**config.mk**
```make
export PLATFORM = sky130hd
export DESIGN_NAME = off_delay_timer_and_up_counter
export DESIGN_NICKNAME = d
export VERILOG_FILES = /design/src/tc_pkg.sv /design/src/off_delay_timer_and_up_counter.sv
export SDC_FILE = /design/constraint.sdc
export NUM_CORES = 1
export LEC_CHECK = 0
export ABC_AREA = 1
export BUFFER_PORTS_ARGS = -buffer_cell sky130_fd_sc_hd__buf_2
export CORE_AREA = 2 2 172 174
export DETAILED_ROUTE_END_ITERATION = 8
export DIE_AREA = 0 0 174 176
export SLEW_MARGIN = 20
export SYNTH_ARGS = -nofsm -noshare
export SYNTH_HDL_FRONTEND = slang
export SYNTH_SLANG_ARGS = --single-unit
```
**constraint.sdc**
```tcl
create_clock -name i_clk_sys -period 3.3 [get_ports i_clk_sys]
set_clock_uncertainty 0.2 [all_clocks]
set_input_delay 0.33 -clock i_clk_sys [delete_from_list [all_inputs] [get_ports i_clk_sys]]
set_output_delay 0.33 -clock i_clk_sys [all_outputs]
set_load 0.02 [all_outputs]
```
**src/tc_pkg.sv**
```systemverilog
package tc_pkg;

    // Register byte addresses (APB, one word each)
    localparam logic [7:0] ADDR_CTRL = 8'h00;
    localparam logic [7:0] ADDR_TMR_PARAM = 8'h04;
    localparam logic [7:0] ADDR_TMR_DATA0 = 8'h08;
    localparam logic [7:0] ADDR_TMR_DATA1 = 8'h0C;
    localparam logic [7:0] ADDR_TMR_DATA2 = 8'h10;
    localparam logic [7:0] ADDR_CNT_PARAM = 8'h14;
    localparam logic [7:0] ADDR_CNT_DATA0 = 8'h18;
    localparam logic [7:0] ADDR_CNT_DATA1 = 8'h1C;
    localparam logic [7:0] ADDR_CNT_DATA2 = 8'h20;
    localparam logic [7:0] ADDR_STATUS = 8'h24;

    // Control register bit positions
    localparam int CTRL_TMR_EN = 0;
    localparam int CTRL_CNT_IN = 1;
    localparam int CTRL_CNT_RST = 2;
    localparam int CTRL_EVAL = 3;

    // Status register bit positions
    localparam int ST_TMR_OUT = 0;
    localparam int ST_CNT_OUT = 1;
    localparam int ST_BASE_ERR = 2;

    // Time base codes
    localparam logic [7:0] TB_CODE_10MS = 8'h01;
    localparam logic [7:0] TB_CODE_100MS = 8'h0A;
    localparam logic [7:0] TB_CODE_1MS = 8'h64;

    // Clock and time bases
    localparam int CLK_HZ = 25_000_000;
    localparam int TB_1MS_US = 1000;
    localparam int TB_10MS_US = 10000;
    localparam int TB_100MS_US = 100000;
    localparam int TICK_1MS_CYC = CLK_HZ / 1_000_000 * TB_1MS_US;

    // Ranges
    localparam logic [15:0] VAL_MAX = 16'h7FFF;
    localparam logic [15:0] PRESET_NONE = 16'hFFFF;
    localparam logic [15:0] ZERO16 = 16'h0000;
    localparam logic [3:0] DIV10 = 4'h9;
    localparam logic [6:0] DIV100 = 7'h63;

    // Three-word operating structure
    typedef struct packed {
        logic [15:0] running_total;
        logic [15:0] target_value;
        logic [15:0] flags;
    } op_data_t;

    // APB request
    typedef struct packed {
        logic psel;
        logic penable;
        logic pwrite;
        logic [7:0] paddr;
        logic [31:0] pwdata;
    } apb_req_t;

endpackage

```
**src/off_delay_timer_and_up_counter.sv**
```systemverilog
// The register addresses and the APB slave port are this design's own decisions.
`timescale 1ns/100ps
module off_delay_timer_and_up_counter
    import tc_pkg::*;
(
    input wire logic i_clk_sys,
    input wire logic i_resetn,
    input wire logic i_psel,
    input wire logic i_penable,
    input wire logic i_pwrite,
    input wire logic [7:0] i_paddr,
    input wire logic [31:0] i_pwdata,
    output logic [31:0] o_prdata,
    output logic o_pready,
    output logic o_pslverr,
    output logic o_tmr_out,
    output logic o_cnt_out
);

    typedef struct packed {
        logic [3:0] ctrl;
        logic [7:0] tb_code;
        logic [15:0] tmr_preset;
        logic [15:0] cnt_preset;
        op_data_t tmr;
        op_data_t cnt;
        logic tmr_en_prev;
        logic cnt_in_prev;
        logic tmr_running;
        logic tmr_out;
        logic cnt_out;
        logic base_err;
        logic [14:0] pre_cnt;
        logic [3:0] div10_cnt;
        logic [6:0] div100_cnt;
        logic [31:0] prdata;
        logic pready;
        logic pslverr;
    } state_t;

    state_t state_reg;
    state_t state_next;

    // Saturating add of one, range 0..32767
    function automatic logic [15:0] sat_inc(input logic [15:0] v);
        return (v >= VAL_MAX) ? VAL_MAX : v + 16'h0001;
    endfunction

    // Preset -1 means take target from the structure
    function automatic logic [15:0] pick_target(input logic [15:0] p,
                                                input logic [15:0] stored);
        return (p == PRESET_NONE) ? stored : p;
    endfunction

    logic tick_1ms;
    logic tick_10ms;
    logic tick_100ms;
    logic base_tick;
    logic tb_valid;
    logic eval;
    logic tmr_en;
    logic cnt_in;
    logic cnt_rst;
    logic [15:0] tmr_target;
    logic [15:0] cnt_target;
    logic wr_acc;
    logic rd_acc;

    // Prescaler ticks derived from the running state
    always_comb begin
        tick_1ms = (state_reg.pre_cnt ==
                    15'(TICK_1MS_CYC - 1));
        tick_10ms = tick_1ms && (state_reg.div10_cnt == DIV10);
        // Both slow bases count whole 1 ms ticks, so phases stay aligned
        tick_100ms = tick_1ms && (state_reg.div100_cnt == DIV100);
    end

    // Base selection; bad codes freeze timing
    always_comb begin
        tb_valid = 1'b1;
        base_tick = 1'b0;
        case (state_reg.tb_code)
            TB_CODE_1MS: base_tick = tick_1ms;
            TB_CODE_10MS: base_tick = tick_10ms;
            TB_CODE_100MS: base_tick = tick_100ms;
            default: tb_valid = 1'b0;
        endcase
    end

    assign eval = state_reg.ctrl[CTRL_EVAL];
    assign tmr_en = state_reg.ctrl[CTRL_TMR_EN];
    assign cnt_in = state_reg.ctrl[CTRL_CNT_IN];
    assign cnt_rst = state_reg.ctrl[CTRL_CNT_RST];
    assign tmr_target = pick_target(state_reg.tmr_preset,
                                    state_reg.tmr.target_value);
    assign cnt_target = pick_target(state_reg.cnt_preset,
                                    state_reg.cnt.target_value);
    assign wr_acc = i_psel && i_penable && i_pwrite && !state_reg.pready;
    assign rd_acc = i_psel && i_penable && !i_pwrite && !state_reg.pready;

    // Next state: prescaler, timer, counter, bus
    always_comb begin
        state_next = state_reg;
        state_next.ctrl[CTRL_EVAL] = 1'b0;
        state_next.pready = 1'b0;
        state_next.pslverr = 1'b0;

        // Free-running prescaler, 1 ms base
        if (tick_1ms) begin
            state_next.pre_cnt = '0;
            state_next.div10_cnt = (state_reg.div10_cnt == DIV10) ?
                '0 : state_reg.div10_cnt + 4'h1;
            state_next.div100_cnt = (state_reg.div100_cnt == DIV100) ?
                '0 : state_reg.div100_cnt + 7'h01;
        end else begin
            state_next.pre_cnt = state_reg.pre_cnt + 15'h0001;
        end
        state_next.base_err = !tb_valid;

        // Off-delay timer; time accrues between evaluations
        if (tmr_en) begin
            state_next.tmr.running_total = ZERO16;
            state_next.tmr_running = 1'b0;
        end else if (state_reg.tmr_running && base_tick) begin
            state_next.tmr.running_total =
                sat_inc(state_reg.tmr.running_total);
        end
        if (eval) begin
            if (tmr_en) begin
                state_next.tmr_out = 1'b1;
            end else if (state_reg.tmr_en_prev) begin
                state_next.tmr_running = state_reg.tmr_out;
            end
            if (!tmr_en && state_reg.tmr_out &&
                state_reg.tmr.running_total >= tmr_target &&
                !state_reg.tmr_en_prev) begin
                state_next.tmr_out = 1'b0;
                state_next.tmr_running = 1'b0;
            end
            state_next.tmr_en_prev = tmr_en;
        end
        // Stop accruing at target even between evaluations
        if (!tmr_en && state_reg.tmr_running &&
            state_reg.tmr.running_total >= tmr_target) begin
            state_next.tmr_running = 1'b0;
            state_next.tmr.running_total = state_reg.tmr.running_total;
        end

        // Up counter, evaluated on scan strobe
        if (eval) begin
            if (cnt_rst) begin
                state_next.cnt.running_total = ZERO16;
                state_next.cnt_out = 1'b0;
            end else begin
                if (cnt_in && !state_reg.cnt_in_prev) begin
                    state_next.cnt.running_total =
                        sat_inc(state_reg.cnt.running_total);
                end
                state_next.cnt_out =
                    (state_next.cnt.running_total >= cnt_target);
            end
            state_next.cnt_in_prev = cnt_in;
        end

        // APB writes; timer/counter words mirror three-word structures
        if (wr_acc) begin
            case (i_paddr)
                ADDR_CTRL: state_next.ctrl = i_pwdata[3:0];
                ADDR_TMR_PARAM: begin
                    state_next.tb_code = i_pwdata[23:16];
                    state_next.tmr_preset = i_pwdata[15:0];
                end
                ADDR_TMR_DATA0: state_next.tmr.running_total =
                    i_pwdata[15:0];
                ADDR_TMR_DATA1: state_next.tmr.target_value =
                    i_pwdata[15:0];
                ADDR_TMR_DATA2: state_next.tmr.flags = i_pwdata[15:0];
                ADDR_CNT_PARAM: state_next.cnt_preset =
                    i_pwdata[15:0];
                ADDR_CNT_DATA0: state_next.cnt.running_total =
                    i_pwdata[15:0];
                ADDR_CNT_DATA1: state_next.cnt.target_value =
                    i_pwdata[15:0];
                ADDR_CNT_DATA2: state_next.cnt.flags = i_pwdata[15:0];
                ADDR_STATUS: ;
                default: state_next.pslverr = 1'b1;
            endcase
        end

        // APB reads, answered one cycle into the access phase
        state_next.prdata = 32'h0000_0000;
        if (rd_acc) begin
            case (i_paddr)
                ADDR_CTRL: state_next.prdata = {28'h0, state_reg.ctrl};
                ADDR_TMR_PARAM: state_next.prdata =
                    {8'h00, state_reg.tb_code, state_reg.tmr_preset};
                ADDR_TMR_DATA0: state_next.prdata =
                    {16'h0000, state_reg.tmr.running_total};
                ADDR_TMR_DATA1: state_next.prdata =
                    {16'h0000, state_reg.tmr.target_value};
                ADDR_TMR_DATA2: state_next.prdata =
                    {16'h0000, state_reg.tmr.flags};
                ADDR_CNT_PARAM: state_next.prdata =
                    {16'h0000, state_reg.cnt_preset};
                ADDR_CNT_DATA0: state_next.prdata =
                    {16'h0000, state_reg.cnt.running_total};
                ADDR_CNT_DATA1: state_next.prdata =
                    {16'h0000, state_reg.cnt.target_value};
                ADDR_CNT_DATA2: state_next.prdata =
                    {16'h0000, state_reg.cnt.flags};
                ADDR_STATUS: begin
                    state_next.prdata[ST_TMR_OUT] = state_reg.tmr_out;
                    state_next.prdata[ST_CNT_OUT] = state_reg.cnt_out;
                    state_next.prdata[ST_BASE_ERR] = state_reg.base_err;
                end
                default: state_next.pslverr = 1'b1;
            endcase
        end
        if (wr_acc || rd_acc) begin
            state_next.pready = 1'b1;
        end
    end

    // State register; counter total not auto-initialised beyond reset
    always_ff @(posedge i_clk_sys or negedge i_resetn) begin
        if (!i_resetn) begin
            state_reg <= '0;
        end else begin
            state_reg <= state_next;
        end
    end

    // Outputs straight from flops
    assign o_prdata = state_reg.prdata;
    assign o_pready = state_reg.pready;
    assign o_pslverr = state_reg.pslverr;
    assign o_tmr_out = state_reg.tmr_out;
    assign o_cnt_out = state_reg.cnt_out;

endmodule // off_delay_timer_and_up_counter

```
==> flow_summary.toml <==
[sta]
slew_headroom_pct = 46.6
setup_viol = 0
hold_slack_ns = 0.0259
rsz0062_at_grt = "false"
timing.fmax_ghz = 0.324
fin_crit_sh_pct = 93.7
min_period_ns = 3.09
finalHoldViolations = 0
max_slew.worst_pin.slew_ns = 0.801
slew_violations = 0
setup-tns-final_ns = 0

[pwr]
p_leak_nw = 6.52
p_int_mw = 3.79
combPwrFrac_pct = 6.5
clockPowerShare_pct = 45.0
seqPwrFrac_pct = 48.6
p_sw_mw = 1.31
power_per_cell_area_mw_per_mm2 = 393
switching_share_pct = 25.7
vdd_drop_max_mv = 0.425

[finish]
layout-drive-gt1-share_pct = 12.4
layout_common_cells = "431 x nand2_1, 198 x dfrtp_1, 157 x inv_1"
area_growth_pct = 14.5
antennaDiodeCount = 0
fill_cells = 2938
layout_commonest_cell = "nand2_1"
largest_register_ffs = 167
final_cells = 1984
nets = 1668

[worst_setup_path]
cp.required_ns = 3.45
cp.arrival_ns = 3.25
critical_path_class = "reg2reg"
crit_fanout = 10
endpoint_kind = "flop"
cp-start-kind = "flop"

[global_route]
grt_pass1_wl_mm = 53.6
grt_pass1_vias = 9662
gr-usage-all-layers_pct = 22.6
antenna_found_initial = 0
grt.overflow.total = 0
grt_max_degree = 91

[floorplan]
die_w_microns = 174
ios = 81
coreArea_sq_mm = 0.0285
dieArea_sq_mm = 0.0306
row_count = 62
start_util_pct = 39.7
fp.dieH_microns = 176

[routing]
dr.pass1.iters = 5
avgRoutedWirePerCell_microns = 17.0
dr_total_vias = 10200
detail-route-antenna-nets = 0
route.detailed.drc = 0
vias_per_cell = 5.13
finalWirelength_mm = 33.7
drtIter0Drc = 1032

[clock_tree]
clk_latency_ns = 0.46
clockBufferDepth = 2
cts_root_buf = "clkbuf_16"
numCtsBuffers = 17
clk_pin_slew_worst_paths_ns = 0.08
htree_levels = 4
clock_sinks = 198
cts_tree = "done"

[place]
place.gp.congestion = 0.910
hpwl_mm = 25.0
port_buffers = 64
post-place-cells = 1921

[yosys]
synth_area_sq_mm = 0.0113
syn_inst = 1506
synthArstFlopShare_pct = 100
yosysSeqAreaShare_pct = 43.7
ys.warnings.count = 0
ys_types = 47
synth_edf_count = 0
synth_ff_type = "dfrtp_1"
syn-mean-instance-area_sq_um = 7.52
ys_seq_elements = 198

[run]
max-cap-violations = 0

[status]
status = "completed"

[worst_hold_path]
holdCritPathClass = "in2reg"
-- critical path, stage by stage, from the launching register on --
cell	delay, ns
dfrtp_1	0.46
nand4_1	0.11
or4_4	0.49
buf_4	0.18
o21ai_0	0.22
ha_1	0.29
nand2_1	0.07
nor2_1	0.04
nand2_1	0.05
nand2_1	0.04
nor2_1	0.08
nand2_1	0.08
nand2_1	0.08
nand2_2	0.10
buf_4	0.17
nand3_2	0.13
nand3_1	0.09
nand2_1	0.06
nand2_1	0.04
-- cell usage after synthesis (5+ instances only) --
| master | number | share of area (%) |
|---|---|---|
| nand2_1 | 432 | 14 |
| dfrtp_1 | 198 | 44 |
| o211ai_1 | 6 | 0.40 |
| inv_2 | 15 | 0.50 |
| buf_4 | 33 | 2.2 |
| a21oi_1 | 84 | 3.7 |
| xor2_1 | 17 | 1.3 |
| inv_1 | 157 | 5.2 |
| o21ai_0 | 146 | 6.4 |
| nor2_1 | 121 | 4.0 |
| nand4_1 | 37 | 2.0 |
| clkbuf_1 | 21 | 0.70 |
| nor3_1 | 14 | 0.62 |
| o21ai_1 | 19 | 0.84 |
| nand2_4 | 8 | 0.79 |
| nor2_4 | 5 | 0.50 |
| nand3_2 | 7 | 0.62 |
| ha_1 | 36 | 4.0 |
| nor2_2 | 10 | 0.55 |
| nand3_1 | 68 | 3.0 |
| nand2_2 | 8 | 0.44 |
| buf_2 | 21 | 0.93 |
-- per-stage QoR --
stage                     worst slack [ns]  instance area [sq um]  util [%]  power, mW
after floorplan                      0.352                  11400         -       2.67
after global placement               0.192                  12000      42.1       2.82
after detailed placement             0.122                  12000      42.1       2.82
after CTS                            0.107                  12900      45.2       5.12
after global routing               0.00637                  13000      45.5       5.28
final                                0.209                  13000      45.5       5.09
-- metal layers --
| layer | global-route usage (%) | vias to the layer above | routed length (microns) | share of wire (%) |
|---|---|---|---|---|
| li1 | - | 4993 | - | - |
| met1 | 30.4 | 4852 | 15400 | 46 |
| met2 | 37.5 | 290 | 15900 | 47 |
| met3 | 3.88 | 41 | 1660 | 4.9 |
| met4 | 6.69 | 0 | 720 | 2.1 |
| met5 | 0 | - | 0 | 0 |
-- power by group through the flow --
| stage | clock network, mW | logic, mW | registers, mW |
|---|---|---|---|
| after detailed placement | 0 | 0.300 | 2.52 |
| final | 2.29 | 0.329 | 2.47 |
| after floorplan | 0 | 0.150 | 2.52 |
| after CTS | 2.32 | 0.325 | 2.47 |
| after global placement | 0 | 0.297 | 2.52 |
| after global routing | 2.43 | 0.368 | 2.48 |
-- kinds of logic (layout without fill, tap and decap cells) --
logic type	count (synthesis)	in the layout	share of synthesized area, %
AND/OR/NAND/NOR	721	722	27.8
AO/OA/AOI/OAI	279	279	13.1
buffers and inverters	251	337	9.87
flip-flops	198	198	43.7
adder cells (fa/ha/maj)	36	36	3.97
XOR/XNOR	20	20	1.55
other	1	8	0.0331
-- what timing repair did --
item / 4_1_cts / 5_1_grt
endpoints found under the hold margin: 111 / 0
hold buffers: 26 / 0
buffers inserted: 0 / 4
resized for setup: 0 / 5
setup endpoints to repair: 0 / 15
-- cell type report --
cell class | count | area [sq um] | share of cell area, %
Sequential cell | 198 | 4950 | 38.2
Timing Repair Buffer | 132 | 946 | 7.29
Tap cell | 384 | 480 | 3.70
Clock inverter | 15 | 209 | 1.61
Inverter | 173 | 649 | 5.00
Clock buffer | 17 | 425 | 3.28
Multi-Input combinational cell | 1065 | 5310 | 40.9
-- worst paths after layout --
path	from	to	slack, ns	cells after the start
setup reg to reg	state_reg[179]	state_reg[159]	0.21	18
setup / recovery	state_reg[179]	state_reg[159]	0.21	18
max in group asynchronous	i_resetn	state_reg[107]	1.84	3
hold / removal	i_pwdata[14]	state_reg[160]	0.03	3
hold reg to reg	o_pready	o_pready	0.26	1
min in group asynchronous	i_resetn	state_reg[51]	0.30	2
No activity file was read; power rests on OpenSTA's default activity.
